File: src/verilog/ipt_pkg.sv
// Constants, field layouts and shared types for the I2C target port with
// CRC-8 packet error checking. Assumes one 100 MHz system clock domain.
package ipt_pkg;
    localparam int NUM_CH = 4;
    localparam int DATA_W = 8;
    localparam logic [2:0] ADDR_PREFIX = 3'h5;
    localparam logic [7:0] CRC_POLY = 8'h07;
    localparam logic [7:0] CRC_INIT = 8'h00;
    // Three-state strap codes from the pin sensing front end
    localparam logic [1:0] STRAP_GND = 2'h0;
    localparam logic [1:0] STRAP_FLOAT = 2'h1;
    localparam logic [1:0] STRAP_VCC = 2'h2;
    localparam logic [1:0] STRAP_BITS_GND = 2'h0;
    localparam logic [1:0] STRAP_BITS_FLOAT = 2'h1;
    localparam logic [1:0] STRAP_BITS_VCC = 2'h3;
    localparam logic [1:0] STRAP_SETTLE = 2'h3;
    // Register pointer map
    localparam logic [7:0] PTR_DUTY0 = 8'h00;
    localparam logic [7:0] PTR_ADIM0 = 8'h04;
    localparam logic [7:0] PTR_CHCFG = 8'h08;
    localparam logic [7:0] PTR_MASK = 8'h09;
    localparam logic [7:0] PTR_STATUS = 8'h0a;
    localparam int NUM_RW = 10;
    localparam int NUM_REG = 11;
    // Reset values
    localparam logic [7:0] DUTY_RST = 8'h00;
    localparam logic [7:0] ANALOG_DIM_CODE_RST = 8'hff;
    localparam logic [7:0] CHCFG_RST = 8'hff;
    localparam logic [7:0] MASK_RST = 8'h00;
    // Byte positions within a transaction
    localparam logic [2:0] IDX_ADDR = 3'h0;
    localparam logic [2:0] IDX_PTR = 3'h1;
    localparam logic [2:0] IDX_DATA = 3'h2;
    localparam logic [2:0] IDX_PEC = 3'h3;

    typedef struct packed {
        logic [3:0] dimGenOn;
        logic [3:0] chanOn;
    } ipt_chcfg_t;

    typedef enum logic [2:0] {
        S_IDLE, S_RX, S_EVAL, S_ACK, S_TX, S_TXACK, S_TXNEXT, S_IGNORE
    } ipt_state_t;
endpackage

File: src/verilog/ipt_target_port.sv
// I2C target port with CRC-8 packet checking, staged registers and straps.
// SCL, SDA, straps and dimming pin comparators are asynchronous pins.
// Fault events and generator outputs come from logic on mclk.
`timescale 1ns/1ps
`default_nettype none
module ipt_target_port import ipt_pkg::*; (
    input wire logic mclk, // System clock, 100 MHz
    input wire logic reset_n, // Async reset, active low
    input wire logic sclIn, // Bus clock pin
    input wire logic sdaIn, // Bus data pin level
    output logic sdaOut, // Bus data drive value, always low
    output logic sdaOe, // High while pulling data low
    input wire logic [1:0] addrStrapLow, // Low strap three-state code
    input wire logic [1:0] addrStrapHigh, // High strap three-state code
    input wire logic [NUM_CH-1:0] pwmOffReq, // Dimming pin below 0.1V
    input wire logic [NUM_CH-1:0] zeroCurReq, // Dimming pin below 0.2V
    input wire logic [NUM_CH-1:0][7:0] pinThreshold, // Pin-derived threshold
    input wire logic [NUM_CH-1:0] faultEvent, // Fault detected, level
    input wire logic [NUM_CH-1:0] dimGenPwm, // Dimming generator output
    output logic strapValid, // Straps captured
    output logic standalone, // Standalone mode
    output logic [3:0] addrSel, // Captured address bits
    output logic [NUM_CH-1:0] chanEnable, // Channel enables
    output logic [NUM_CH-1:0] dimGenEnable, // Dimming generator enables
    output logic [NUM_CH-1:0][7:0] dutyCode, // Active duty codes
    output logic [NUM_CH-1:0] ledGate, // Final light-on gate
    output logic [NUM_CH-1:0][7:0] senseThreshold, // Scaled threshold
    output logic [NUM_CH-1:0] faultStatus, // Latched fault bits
    output logic alertOut, // Alert drive value, always low
    output logic alertOe // High while pulling alert low
);
    logic sclMeta, sclSync, sclPrev, sdaMeta, sdaSync, sdaPrev;
    logic [3:0] strapMeta, strapSync;
    logic [NUM_CH-1:0] offMeta, offSync, zeroMeta, zeroSync;
    logic [1:0] settle, next_settle;
    logic next_strapValid, next_standalone;
    logic [3:0] next_addrSel;
    ipt_state_t state, next_state;
    logic [2:0] bitCnt, next_bitCnt, byteIdx, next_byteIdx;
    logic [7:0] shreg, next_shreg, txShift, next_txShift;
    logic [7:0] ptr, next_ptr, dataByte, next_dataByte;
    logic [7:0] crc, next_crc, rdByte, crcRx;
    logic rwRead, next_rwRead, txIdx, next_txIdx, sdaDrive, next_sdaDrive;
    logic [7:0] regs [NUM_RW];
    logic [7:0] next_regs [NUM_RW];
    logic [7:0] stageVal [NUM_REG];
    logic [7:0] next_stageVal [NUM_REG];
    logic [NUM_REG-1:0] stagePend, next_stagePend;
    logic [NUM_CH-1:0] next_faultStatus, statusClr, next_ledGate;
    logic next_alert;
    logic startDet, stopDet, sclRise, sclFall, busOn;
    ipt_chcfg_t cfg;

    function automatic logic [7:0] crc8Byte(input logic [7:0] crcIn, input logic [7:0] dataIn);
        logic [7:0] c;
        c = crcIn ^ dataIn;
        for (int i = 0; i < 8; i++) begin
            if (c[7]) begin
                c = {c[6:0], 1'b0} ^ CRC_POLY;
            end else begin
                c = {c[6:0], 1'b0};
            end
        end
        return c;
    endfunction

    function automatic logic [1:0] strapBits(input logic [1:0] s);
        if (s == STRAP_VCC) begin
            return STRAP_BITS_VCC;
        end else if (s == STRAP_FLOAT) begin
            return STRAP_BITS_FLOAT;
        end
        return STRAP_BITS_GND;
    endfunction

    // Pin synchronisers
    always_ff @(posedge mclk or negedge reset_n) begin
        if (!reset_n) begin
            sclMeta <= 1'b1;
            sclSync <= 1'b1;
            sclPrev <= 1'b1;
            sdaMeta <= 1'b1;
            sdaSync <= 1'b1;
            sdaPrev <= 1'b1;
            strapMeta <= '0;
            strapSync <= '0;
            offMeta <= '0;
            offSync <= '0;
            zeroMeta <= '0;
            zeroSync <= '0;
        end else begin
            sclMeta <= sclIn;
            sclSync <= sclMeta;
            sclPrev <= sclSync;
            sdaMeta <= sdaIn;
            sdaSync <= sdaMeta;
            sdaPrev <= sdaSync;
            strapMeta <= {addrStrapHigh, addrStrapLow};
            strapSync <= strapMeta;
            offMeta <= pwmOffReq;
            offSync <= offMeta;
            zeroMeta <= zeroCurReq;
            zeroSync <= zeroMeta;
        end
    end

    assign cfg = ipt_chcfg_t'(regs[PTR_CHCFG[3:0]]);
    assign startDet = sclSync & sclPrev & sdaPrev & ~sdaSync;
    assign stopDet = sclSync & sclPrev & ~sdaPrev & sdaSync;
    assign sclRise = sclSync & ~sclPrev;
    assign sclFall = ~sclSync & sclPrev;
    assign busOn = strapValid & ~standalone;
    assign crcRx = crc8Byte(crc, shreg);

    always_comb begin
        rdByte = 8'h00;
        if (ptr == PTR_STATUS) begin
            rdByte = {4'h0, faultStatus};
        end else if (ptr < NUM_RW[7:0]) begin
            rdByte = regs[ptr[3:0]];
        end
    end

    always_comb begin
        next_settle = settle;
        next_strapValid = strapValid;
        next_standalone = standalone;
        next_addrSel = addrSel;
        next_state = state;
        next_bitCnt = bitCnt;
        next_byteIdx = byteIdx;
        next_shreg = shreg;
        next_txShift = txShift;
        next_ptr = ptr;
        next_dataByte = dataByte;
        next_crc = crc;
        next_rwRead = rwRead;
        next_txIdx = txIdx;
        next_sdaDrive = sdaDrive;
        next_regs = regs;
        next_stageVal = stageVal;
        next_stagePend = stagePend;
        statusClr = '0;
        // Straps caught once after reset release
        if (!strapValid) begin
            next_settle = settle + 2'h1;
            if (settle == STRAP_SETTLE) begin
                next_strapValid = 1'b1;
                next_addrSel = {strapBits(strapSync[3:2]), strapBits(strapSync[1:0])};
                next_standalone = (strapSync == {STRAP_GND, STRAP_GND});
            end
        end
        if (!busOn) begin
            next_state = S_IDLE;
            next_sdaDrive = 1'b0;
        end else if (startDet) begin
            next_state = S_RX;
            next_bitCnt = '0;
            next_byteIdx = IDX_ADDR;
            next_crc = CRC_INIT;
            next_rwRead = 1'b0;
            next_sdaDrive = 1'b0;
        end else if (stopDet) begin
            next_state = S_IDLE;
            next_sdaDrive = 1'b0;
            for (int i = 0; i < NUM_RW; i++) begin
                if (stagePend[i]) begin
                    next_regs[i] = stageVal[i];
                end
            end
            if (stagePend[PTR_STATUS[3:0]]) begin
                statusClr = stageVal[PTR_STATUS[3:0]][NUM_CH-1:0];
            end
            next_stagePend = '0;
        end else begin
            case (state)
                S_RX: begin
                    if (sclRise) begin
                        next_shreg = {shreg[6:0], sdaSync};
                        next_bitCnt = bitCnt + 3'h1;
                        if (bitCnt == 3'h7) begin
                            next_state = S_EVAL;
                        end
                    end
                end
                S_EVAL: begin
                    if (sclFall) begin
                        next_state = S_ACK;
                        next_sdaDrive = 1'b1;
                        case (byteIdx)
                            IDX_ADDR: begin
                                next_crc = crcRx;
                                next_rwRead = shreg[0];
                                if (shreg[7:1] != {ADDR_PREFIX, addrSel}) begin
                                    next_state = S_IGNORE;
                                    next_sdaDrive = 1'b0;
                                end
                            end
                            IDX_PTR: begin
                                next_ptr = shreg;
                                next_crc = crcRx;
                            end
                            IDX_DATA: begin
                                next_dataByte = shreg;
                                next_crc = crcRx;
                            end
                            IDX_PEC: begin
                                if (shreg == crc) begin
                                    if (ptr < NUM_REG[7:0]) begin
                                        next_stageVal[ptr[3:0]] = dataByte;
                                        next_stagePend[ptr[3:0]] = 1'b1;
                                    end
                                end else begin
                                    next_state = S_IGNORE;
                                    next_sdaDrive = 1'b0;
                                end
                            end
                            default: begin
                                next_state = S_IGNORE;
                                next_sdaDrive = 1'b0;
                            end
                        endcase
                    end
                end
                S_ACK: begin
                    if (sclFall) begin
                        next_bitCnt = '0;
                        next_byteIdx = byteIdx + 3'h1;
                        next_sdaDrive = 1'b0;
                        next_state = S_RX;
                        if (rwRead) begin
                            next_crc = crc8Byte(crc, rdByte);
                            next_txShift = rdByte;
                            next_sdaDrive = ~rdByte[7];
                            next_txIdx = 1'b0;
                            next_state = S_TX;
                        end
                    end
                end
                S_TX: begin
                    if (sclFall) begin
                        if (bitCnt == 3'h7) begin
                            next_sdaDrive = 1'b0;
                            next_state = S_TXACK;
                        end else begin
                            next_txShift = {txShift[6:0], 1'b0};
                            next_sdaDrive = ~txShift[6];
                            next_bitCnt = bitCnt + 3'h1;
                        end
                    end
                end
                S_TXACK: begin
                    if (sclRise) begin
                        next_state = (!sdaSync && !txIdx) ? S_TXNEXT : S_IGNORE;
                    end
                end
                S_TXNEXT: begin
                    if (sclFall) begin
                        next_txShift = crc;
                        next_sdaDrive = ~crc[7];
                        next_bitCnt = '0;
                        next_txIdx = 1'b1;
                        next_state = S_TX;
                    end
                end
                S_IDLE, S_IGNORE: begin
                    next_sdaDrive = 1'b0;
                end
                default: begin
                    next_state = S_IDLE;
                    next_sdaDrive = 1'b0;
                end
            endcase
        end
        next_faultStatus = standalone ? '0 : ((faultStatus & ~statusClr) | faultEvent);
        next_alert = standalone ? |faultEvent : |(faultStatus & regs[PTR_MASK[3:0]][NUM_CH-1:0]);
        for (int ch = 0; ch < NUM_CH; ch++) begin
            next_ledGate[ch] = chanEnable[ch] & ~offSync[ch]
                & (~dimGenEnable[ch] | (dimGenPwm[ch] & (regs[ch] != 8'h00)));
        end
    end

    always_ff @(posedge mclk or negedge reset_n) begin
        if (!reset_n) begin
            settle <= '0;
            strapValid <= 1'b0;
            standalone <= 1'b0;
            addrSel <= '0;
            state <= S_IDLE;
            bitCnt <= '0;
            byteIdx <= '0;
            shreg <= '0;
            txShift <= '0;
            ptr <= '0;
            dataByte <= '0;
            crc <= CRC_INIT;
            rwRead <= 1'b0;
            txIdx <= 1'b0;
            sdaDrive <= 1'b0;
            // Duty zero, channels and generators on
            for (int i = 0; i < NUM_CH; i++) begin
                regs[i] <= DUTY_RST;
                regs[i + NUM_CH] <= ANALOG_DIM_CODE_RST;
            end
            regs[PTR_CHCFG[3:0]] <= CHCFG_RST;
            regs[PTR_MASK[3:0]] <= MASK_RST;
            for (int i = 0; i < NUM_REG; i++) begin
                stageVal[i] <= '0;
            end
            stagePend <= '0;
            faultStatus <= '0;
            alertOe <= 1'b0;
            ledGate <= '0;
        end else begin
            settle <= next_settle;
            strapValid <= next_strapValid;
            standalone <= next_standalone;
            addrSel <= next_addrSel;
            state <= next_state;
            bitCnt <= next_bitCnt;
            byteIdx <= next_byteIdx;
            shreg <= next_shreg;
            txShift <= next_txShift;
            ptr <= next_ptr;
            dataByte <= next_dataByte;
            crc <= next_crc;
            rwRead <= next_rwRead;
            txIdx <= next_txIdx;
            sdaDrive <= next_sdaDrive;
            regs <= next_regs;
            stageVal <= next_stageVal;
            stagePend <= next_stagePend;
            faultStatus <= next_faultStatus;
            alertOe <= next_alert;
            ledGate <= next_ledGate;
        end
    end

    assign sdaOut = 1'b0;
    assign sdaOe = sdaDrive;
    assign alertOut = 1'b0;
    // Standalone forces channels on, generators off
    assign chanEnable = strapValid ? (standalone ? '1 : cfg.chanOn) : '0;
    assign dimGenEnable = busOn ? cfg.dimGenOn : '0;

    genvar g;
    generate
        for (g = 0; g < NUM_CH; g++) begin : gScale
            assign dutyCode[g] = regs[g];
            ipt_threshold_scaler #(.W(DATA_W)) uScale (
                .mclk(mclk),
                .reset_n(reset_n),
                .pinThreshold(pinThreshold[g]),
                .analogDimCode(regs[g + NUM_CH]),
                .zeroCurrent(zeroSync[g]),
                .scaled(senseThreshold[g])
            );
        end
    endgenerate
endmodule
`default_nettype wire

File: src/verilog/ipt_threshold_scaler.sv
// One channel of the analog dimming threshold scaler.
// Inputs come from logic on the same clock.
`timescale 1ns/1ps
`default_nettype none
module ipt_threshold_scaler import ipt_pkg::*; #(
    parameter int W = DATA_W
) (
    input wire logic mclk, // System clock
    input wire logic reset_n, // Async reset, active low
    input wire logic [W-1:0] pinThreshold, // Pin-derived threshold
    input wire logic [W-1:0] analogDimCode, // Analog dimming code
    input wire logic zeroCurrent, // Pin below zero-current level
    output logic [W-1:0] scaled // Scaled sense threshold
);
    logic [W:0] codePlusOne;
    logic [2*W:0] product;
    logic [W-1:0] next_scaled;

    always_comb begin
        codePlusOne = {1'b0, analogDimCode} + {{W{1'b0}}, 1'b1};
        product = {{W{1'b0}}, pinThreshold} * codePlusOne;
        next_scaled = product[2*W-1:W];
        if (zeroCurrent) begin
            next_scaled = '0;
        end
    end

    always_ff @(posedge mclk or negedge reset_n) begin
        if (!reset_n) begin
            scaled <= '0;
        end else begin
            scaled <= next_scaled;
        end
    end
endmodule
`default_nettype wire

File: config.mk
export PLATFORM = sky130hd
export DESIGN_NAME = ipt_target_port
export DESIGN_NICKNAME = d
export VERILOG_FILES = /design/src/verilog/ipt_pkg.sv /design/src/verilog/ipt_target_port.sv /design/src/verilog/ipt_threshold_scaler.sv
export SDC_FILE = /design/constraint.sdc
export NUM_CORES = 1
export LEC_CHECK = 0
export BUFFER_PORTS_ARGS = -buffer_cell sky130_fd_sc_hd__clkbuf_2
export CORE_MARGIN = 5
export CORE_UTILIZATION = 35
export CTS_BUF_LIST = sky130_fd_sc_hd__clkbuf_16
export DETAILED_ROUTE_END_ITERATION = 12
export PLACE_DENSITY = 0.48
export SETUP_SLACK_MARGIN = 0.1
export SLEW_MARGIN = 0
export SYNTH_ARGS = -nofsm -noshare
export SYNTH_HDL_FRONTEND = slang
export SYNTH_SLANG_ARGS = --single-unit
File: constraint.sdc
create_clock -name mclk -period 8.9 [get_ports mclk]
set_clock_uncertainty 0.15 [all_clocks]
set_input_delay 0.89 -clock mclk [delete_from_list [all_inputs] [get_ports mclk]]
set_output_delay 0.89 -clock mclk [all_outputs]
set_load 0.02 [all_outputs]
==> metrics.yaml, run 1 <==
grt_start_max_net_pins: 119
crit_family: "adder cells"
cts_buffer_depth: 3
antenna_left: 0
synthDistinctLibCells: 74
crit_slowest_cell: "dfstp_2"
drc_errors: 0
criticalPathCategory: "flop to flop"
worst_ep_required_time_ns: 9.16
slew_headroom_pct: 27.8
vias_per_cell: 4.94
cellLeakagePower_nw: 12.6
synth_seq_area_share_pct: 34.1
cts_max_level: 2
hold_violations: 0
period_share_pct: 63.3
rows: 93
stdcell_count: 3045
avgSynthCellArea_um2: 10.9
synthFlopType: "dfrtp_1"
async_reset_ff_share_pct: 100
maxCapViolCount: 0
syn_inst: 2064
synth_edf_count: 0
io_pins: 146
synth_most_common_cell: "dfrtp_1"
diodes: 0
first_iter_violations: 581
die_x_um: 264
cts_root_buffer: "clkbuf_16"
netlist_area_um2: 22500
postLayoutCoreUtil_pct: 39.2
die_y_um: 264
finalCriticalPeriod_ns: 5.64
whs_endpoint: "strapSync[2]$_DFF_PN0_"
ctsHoldBuffers: 0
dp_slack_ns: 3.25
cts_tree: "yes"
r2r-end: "gScale[0].uScale.scaled[7]$_DFF_PN0_"
min-delay-start: "strapMeta[2]$_DFF_PN0_"
synth_top_area_cell: "dfrtp_1"
cts_resized: 0
path_buf_inv: 1
dieArea_um2: 69600
finalSetupViolCount: 0
dp_cells: 2977
wirelength_um: 55600
clk_pin_slew_ns: 0.06
cts_sinks: 305
hp-class: "flop to flop"
first_pass_iters: 5
worst_pin_slew_ns: 1.08
wl_per_cell_um: 18.3
grt_pass1_vias: 16000
yosys_warnings: 0
synth_area_leaders: "dfrtp_1 29%, fa_1 14%, mux2_2 10%"
place.gp.congestion: 0.821
synth_common_cells: "259 x dfrtp_1, 204 x mux2_2, 196 x inv_1, 162 x nor2b_1, 160 x fa_1"
port_buffers: 143
finalNetCount: 2525
slew_violations: 0
timing.fmax_mhz: 177
critPathMaxStageDelay_ns: 0.66
ff2ff_path_depth: 17
grt_overflow: 0
synthToLayoutAreaGrowth_pct: 11.4
drive_gt1_share_pct: 22.6
r2r_slack_ns: 3.26
num_vias: 15000
start_util_pct: 35.2
setup_slack_ns: 3.26
path_max_fanout: 12
grt_pass1_wl_um: 91500
core_area_um2: 64100
p_per_area_nw_per_um2: 155
post_cts_buffers: 0
synth_seq_cells: 305
grt_antenna_before_repair: 0
hpwl_um: 41800
numCtsBuffers: 38
crit_path_start: "regs[40]$_DFFE_PN1P_"
insertion_delay_ns: 0.55
cp.arrival_ns: 5.90
synth_top_area_share_pct: 28.8
hold_path_depth: 0
r2r-start: "regs[40]$_DFFE_PN1P_"
status: "finished, final reports clean"
ir_worst_vdd_uv: 146
finalSetupTns_ns: 0
cp-end-kind: "flop"
crit_chain: "ha_1 -> nand3_1 -> xor2_1 -> nand2b_1 -> fa_1 -> fa_1 -> inv_1 -> fa_1 -> fa_1 -> ha_1 -> a21o_1 -> a21o_1 -> a21oi_1 -> o31ai_1 -> a221oi_1 -> xnor2_1 -> nor2_1"
cp-start-kind: "flop"
grt_use_total_pct: 16.1
crit_cells: 17
rsz0062_at_grt: "false"
cpMostUsedCell: "fa_1"
## power by group
group	internal, mW	switching [mW]
registers	1.46	0.141
logic	0.357	0.422
clock network	0.886	0.629
total	2.70	1.19
## through the flow
step / total power, mW / hold slack (ns) / cell area (um2)
after global routing: 4.12 / 0.200 / 25100
after floorplan: 2.19 / 0.181 / 22500
after CTS: 3.97 / 0.198 / 25100
final: 3.90 / 0.196 / 25100
after detailed placement: 2.41 / 0.185 / 23900
after global placement: 2.40 / 0.183 / 23900
## cell usage in the layout (no fill, tap or decap), types with 12 or more instances in the layout
cell       count
o21ai_0       42
dfrtp_1      258
o21bai_1      12
xnor2_1       71
nand2_1       82
mux2i_1       17
inv_1        206
a21o_1        24
ha_1         147
and2_1        83
clkbuf_16     39
xor2_1        39
a31oi_1       13
clkbuf_2     142
nand3_1       44
nand2b_1      50
fa_1         160
dfstp_2       46
nor2b_1      162
and3_1        17
mux2_2       204
a21oi_1       69
nor2_1        78
mux4_2        14
## logic make-up (layout without fill, tap and decap cells)
family	after synthesis	in the layout	synth area share, %
AND/OR/NAND/NOR	593	593	14.9
XOR/XNOR	113	113	4.58
adder cells (fa/ha/maj)	307	307	22.4
buffers and inverters	293	418	5.60
flip-flops	305	305	34.1
other	1	2	0.0166
multiplexers	235	235	12.3
AO/OA/AOI/OAI	217	217	6.09
## layer usage
metal | global-route usage, % | up-vias | routed length [um]
met5 | 0 | - | 0
met4 | 3.44 | 0 | 1030
li1 | - | 7077 | -
met1 | 22.7 | 7665 | 26100
met3 | 2.79 | 59 | 2080
met2 | 26.5 | 244 | 26300
## worst max path at each step
stage / to
2_1_floorplan: gScale[1].uScale.scaled[7]$_DFF_PN0_
3_3_place_gp: gScale[0].uScale.scaled[7]$_DFF_PN0_
3_5_place_dp: gScale[1].uScale.scaled[7]$_DFF_PN0_
4_1_cts: gScale[0].uScale.scaled[7]$_DFF_PN0_
5_1_grt: gScale[1].uScale.scaled[7]$_DFF_PN0_
6_report: gScale[0].uScale.scaled[7]$_DFF_PN0_
## sequential cells by signal (all words and copies together) (netlist names), 4 cells and up
name / count
addrSel: 4
cfg: 8
crc: 8
dataByte: 8
dutyCode: 32
faultStatus: 4
gScale.uScale.scaled: 32
ledGate: 4
offMeta: 4
offSync: 4
ptr: 8
regs: 40
shreg: 8
stagePend: 11
stageVal: 84
strapMeta: 4
strapSync: 4
txShift: 7
zeroMeta: 4
zeroSync: 4
## layout make-up
cell class / count / area [um2]
Sequential cell: 305 / 7690
Clock inverter: 29 / 233
Tap cell: 855 / 1070
Inverter: 196 / 736
Multi-Input combinational cell: 1467 / 13600
Timing Repair Buffer: 154 / 808
Clock buffer: 39 / 976
Fill cell: 6285 / 39000
(Power assumes the default switching activity.)
==> inputs of run 2 (changes only) <==
- clock period: 8.9 -> 5.6 ns (I/O delays scaled with it)
==> run 2 against run 1 <==
Effect of this change:
- flip-flop and latch count did not move
- sequential power rose by 61%
- worst setup slack worse by 3.0 ns
- combinational power grew 58%
- non-clock buffer count increased by 38
- critical path type unchanged
- largest power group unchanged
==> metrics.yaml, run 2 (same netlist as run 1, synthesis figures left out) <==
status: "finished, final reports clean"
cp-end-kind: "flop"
seq_area_um2: 7690
ir_worst_vdd_uv: 204
grt_pass1_vias: 16100
finalNetCount: 2565
p_per_area_nw_per_um2: 244
synthToLayoutAreaGrowth_pct: 14.0
rsz0062_at_grt: "true"
num_vias: 15100
vias_per_cell: 4.89
postLayoutCoreUtil_pct: 40.1
min-delay-start: "faultEvent[1]"
reg_top3: "stageVal (84), regs (40)"
cellLeakagePower_nw: 12.8
die_y_um: 264
die_x_um: 264
cts_max_level: 2
crit_path_start: "regs[18]$_DFFE_PN1P_"
grt_use_total_pct: 16.4
io_pins: 146
diodes: 0
wirelength_um: 56600
layout_commonest_cell: "dfrtp_1"
placed_cell_area_um2: 24100
grt_antenna_before_repair: 0
finalSetupViolCount: 0
design_area_um2: 25700
start_util_pct: 35.2
dieArea_um2: 69600
cp-start-kind: "flop"
layout_common_cells: "258 x dfrtp_1, 205 x inv_1, 204 x mux2_2, 161 x nor2b_1, 160 x fa_1"
r2r-start: "regs[18]$_DFFE_PN1P_"
drive_gt1_share_pct: 24.9
cp.arrival_ns: 5.62
antenna_left: 0
place.gp.congestion: 0.828
worst_pin_slew_ns: 0.942
cts_tree: "yes"
clk_pin_slew_ns: 0.06
rows: 93
maxCapViolCount: 0
cts_root_buffer: "clkbuf_16"
drc_errors: 0
cts_buffer_depth: 3
slew_violations: 0
wl_per_cell_um: 18.3
first_pass_iters: 5
timing.fmax_mhz: 187
insertion_delay_ns: 0.56
core_area_um2: 64100
post_cts_buffers: 0
finalCriticalPeriod_ns: 5.34
grt_overflow: 0
cts_sinks: 305
worst_ep_required_time_ns: 5.88
hp-class: "primary input to flop"
largest-register: "stageVal"
path_max_fanout: 8
numCtsBuffers: 40
port_buffers: 143
largest_reg_flops: 84
multi_input_area_um2: 13800
grt_pass1_wl_um: 92600
fill_cells: 6298
first_iter_violations: 716
grt_start_max_net_pins: 119
finalSetupTns_ns: 0
slew_headroom_pct: 37.2
criticalPathCategory: "flop to flop"
hpwl_um: 42400
hold_violations: 0
period_share_pct: 95.4
## run 2: cell types whose count changed in the layout (fill, tap and decap cells not counted), sizes merged
cell / before / now
buf: 12 / 35
bufinv: 3 / 2
clkinv: 11 / 15
dlygate4sd3: 0 / 15
inv: 210 / 209
clkbuf: 181 / 182
clkinvlp: 1 / 4
## run 2: layout make-up
type                       count  area share (%)
clock buffer                  40            3.89
tap                          855            4.16
multi-input combinational   1467            53.7
timing repair buffer         192            4.45
inverter                     196            2.86
sequential                   305            29.9
clock inverter                34           0.974
## run 2: what timing repair did
item	in CTS	in global routing
hold buffers	15	0
hold endpoints to repair	66	0
resized for setup	1	39
pin swaps	0	2
setup endpoints to repair	1	17
## run 2: report_power, final
group | switching, mW | internal [mW] | total [mW] | leakage [nW]
clock network | 1.05 | 1.41 | 2.46 | 0.636
registers | 0.254 | 2.32 | 2.57 | 3.97
logic | 0.658 | 0.575 | 1.23 | 8.22
## run 2: metal layers
layer | vias up | GRT usage [%] | routed length (um)
li1 | 7147 | - | -
met4 | 0 | 4.00 | 1290
met5 | - | 0 | 0
met2 | 250 | 27.2 | 26800
met1 | 7656 | 22.7 | 26500
met3 | 65 | 2.53 | 2080
## run 2: final timing paths
check,cells after the start,slack [ns],end
worst min register to register,0,0.20,zeroSync[0]$_DFF_PN0_
worst max register to register,18,0.26,gScale[3].uScale.scaled[6]$_DFF_PN0_
min in group asynchronous,2,0.50,zeroMeta[2]$_DFF_PN0_
worst max-delay path,18,0.26,gScale[3].uScale.scaled[6]$_DFF_PN0_
max in group asynchronous,3,3.53,gScale[3].uScale.scaled[0]$_DFF_PN0_
worst min-delay path,3,0.09,faultStatus[1]$_DFF_PN0_
## run 2: critical path, cell delays in order, from the launching register on
cell and delay [ns]:
dfstp_2 0.63, nand3_2 0.14, nor2_2 0.20, and3_2 0.26, xnor2_4 0.18, nor2b_1 0.11
fa_1 0.51, fa_1 0.51, fa_1 0.49, inv_1 0.05, fa_1 0.48, inv_1 0.04
ha_1 0.34, a21o_1 0.18, a21o_1 0.18, a21oi_2 0.21, nor4bb_2 0.31, mux2i_1 0.11
o311ai_0 0.13
## run 2: through the flow
step	hold WS, ns	total power [mW]	instances	worst slack (ns)
3_5_place_dp	0.186	3.84	3000	0.0939
2_1_floorplan	0.114	3.48	2065	0.466
3_3_place_gp	0.183	3.82	3000	0.128
6_report	0.0873	6.26	3089	0.257
5_1_grt	0.0668	6.60	3089	0.0345
4_1_cts	0.0490	6.37	3089	0.138
==> inputs of run 3 (changes only) <==
- clock period: 5.6 -> 5.8 ns (I/O delays scaled with it)
==> run 3 against run 2 <==
Effect of this change:
- register-to-register slack improved by 0.12 ns
- combinational power decreased by 3%
- global-route usage shrank 0.19 points
- first-iteration DRC count is 8.7% lower
- clock power about the same
- flip-flop and latch count unchanged
- worst hold slack improved by 0.015 ns
- sequential power is 4% lower
- via count fell by 0.40%
- highest routed layer unchanged
==> metrics.yaml, run 3 (same netlist as run 1, synthesis figures left out) <==
finalNetCount: 2559
num_vias: 15100
p_int_mw: 4.24
io_pins: 146
port_buffers: 143
cp-end-kind: "flop"
maxCapViolCount: 0
core_area_um2: 64100
p_per_area_nw_per_um2: 240
synthToLayoutAreaGrowth_pct: 13.3
criticalPathCategory: "flop to flop"
layout_common_cells: "258 x dfrtp_1, 205 x inv_1, 204 x mux2_2, 162 x nor2b_1, 160 x fa_1"
cellLeakagePower_nw: 12.8
worst_ep_required_time_ns: 6.07
cpMostUsedCell: "fa_1"
clk_pin_slew_ns: 0.07
rsz0062_at_grt: "true"
hpwl_um: 42300
grt_antenna_before_repair: 2
slew_headroom_pct: 35.9
swShare_pct: 30.8
antenna_left: 0
crit_chain: "ha_1 -> xor2_1 -> nand2_1 -> fa_1 -> fa_1 -> inv_1 -> fa_1 -> fa_1 -> ha_1 -> a21o_1 -> a21o_1 -> a21oi_1 -> o31ai_2 -> a221oi_1 -> xnor2_1 -> nor2_1"
dieArea_um2: 69600
cts_root_buffer: "clkbuf_16"
slew_violations: 0
hp-class: "primary input to flop"
stdcell_count: 3082
grt_pass1_vias: 16100
cts_sinks: 305
numCtsBuffers: 39
drive_gt1_share_pct: 23.7
vias_per_cell: 4.89
wl_per_cell_um: 18.2
multi_input_area_um2: 13600
cp.arrival_ns: 5.69
finalSetupViolCount: 0
postLayoutCoreUtil_pct: 39.8
period_share_pct: 93.5
largest_reg_flops: 84
fill_cells: 6251
crit_slowest_cell: "dfstp_2"
grt_start_max_net_pins: 164
grt_use_total_pct: 16.2
combPwrFrac_pct: 19.5
grt_overflow: 0
worst_pin_slew_ns: 0.962
dp_cells: 2993
ir_worst_vdd_uv: 226
reg_top3: "stageVal (84), regs (40)"
clkPwrFrac_pct: 40.0
largest-register: "stageVal"
start_util_pct: 35.2
die_y_um: 264
path_max_fanout: 12
diodes: 0
insertion_delay_ns: 0.57
drc_errors: 0
seq_area_um2: 7690
finalCriticalPeriod_ns: 5.42
place.gp.congestion: 0.813
grt_pass1_wl_um: 91700
finalSetupTns_ns: 0
layout_commonest_cell: "dfrtp_1"
cts_tree: "yes"
critPathMaxStageDelay_ns: 0.67
status: "finished, final reports clean"
die_x_um: 264
fin_worst_hold_slack_ns: 0.102
rows: 93
power_frac_seq_pct: 40.5
timing.fmax_mhz: 184
hold_violations: 0
first_iter_violations: 654
cts_max_level: 2
switchingPower_mw: 1.89
wirelength_um: 56100
first_pass_iters: 5
cp-start-kind: "flop"
cts_buffer_depth: 3
run 3: cell count changes in the layout (fill, tap and decap cells not counted), moves of 4 or more:
cell and delta:
xnor2_2 -4, nor2_2 -4, buf_4 -5, nor2_1 +5, xnor2_1 +6, xor2_2 -4, xor2_1 +4
run 3: area by class of cell:
type,instances,area share (%)
tap,855,4.19
multi-input combinational,1467,53.4
timing repair buffer,187,4.33
clock buffer,40,3.92
clock inverter,32,1.15
sequential,305,30.1
inverter,196,2.88
run 3: routing by layer:
metal	track usage [%]	wire length (um)
met1	22.8	26300
met2	26.5	26600
met3	2.51	2000
met4	3.80	1190
met5	0	0
run 3: worst paths after layout:
path	startpoint	end	slack, ns	cells after the start
max	regs[40]$_DFFE_PN1P_	gScale[0].uScale.scaled[7]$_DFF_PN0_	0.38	16
min	faultEvent[3]	faultStatus[3]$_DFF_PN0_	0.10	3
max reg2reg	regs[40]$_DFFE_PN1P_	gScale[0].uScale.scaled[7]$_DFF_PN0_	0.38	16
min reg2reg	strapMeta[0]$_DFF_PN0_	strapSync[0]$_DFF_PN0_	0.20	0
max in group asynchronous	reset_n	gScale[1].uScale.scaled[2]$_DFF_PN0_	3.66	3
min in group asynchronous	reset_n	zeroMeta[2]$_DFF_PN0_	0.45	2
run 3: metrics by stage:
| stage | total power [mW] | setup WS (ns) | instance area (um2) |
|---|---|---|---|
| after floorplan | 3.36 | 0.666 | 22500 |
| after detailed placement | 3.71 | 0.269 | 24000 |
| after global placement | 3.69 | 0.382 | 24000 |
| after CTS | 6.23 | 0.271 | 25500 |
| final | 6.13 | 0.377 | 25500 |
| after global routing | 6.47 | 0.0469 | 25500 |
run 3: timing repair:
| action | CTS | global route |
|---|---|---|
| setup endpoints to repair | 0 | 9 |
| hold buffers | 15 | 0 |
| setup buffers | 0 | 2 |
| gates resized for setup | 0 | 9 |
| hold endpoints to repair | 87 | 0 |
run 3: worst max-delay path: cells and delay by family, from the launching register on:
family                     cells  cell delay (ns)
and+or+nand+nor                2             0.18
xor gates and xnor gates       2             0.61
DFF                            1             0.67
buffers and inverters          1             0.05
AOI/OAI and AO/OA              5             1.02
adders and majority gates      6             2.62
run 3: power by group through the flow:
stage | Sequential, mW | Combinational (mW) | Clock (mW)
after global routing | 2.50 | 1.34 | 2.63
final | 2.48 | 1.19 | 2.45
after global placement | 2.52 | 1.17 | 0
after floorplan | 2.35 | 1.01 | 0
after detailed placement | 2.52 | 1.19 | 0
after CTS | 2.48 | 1.21 | 2.54
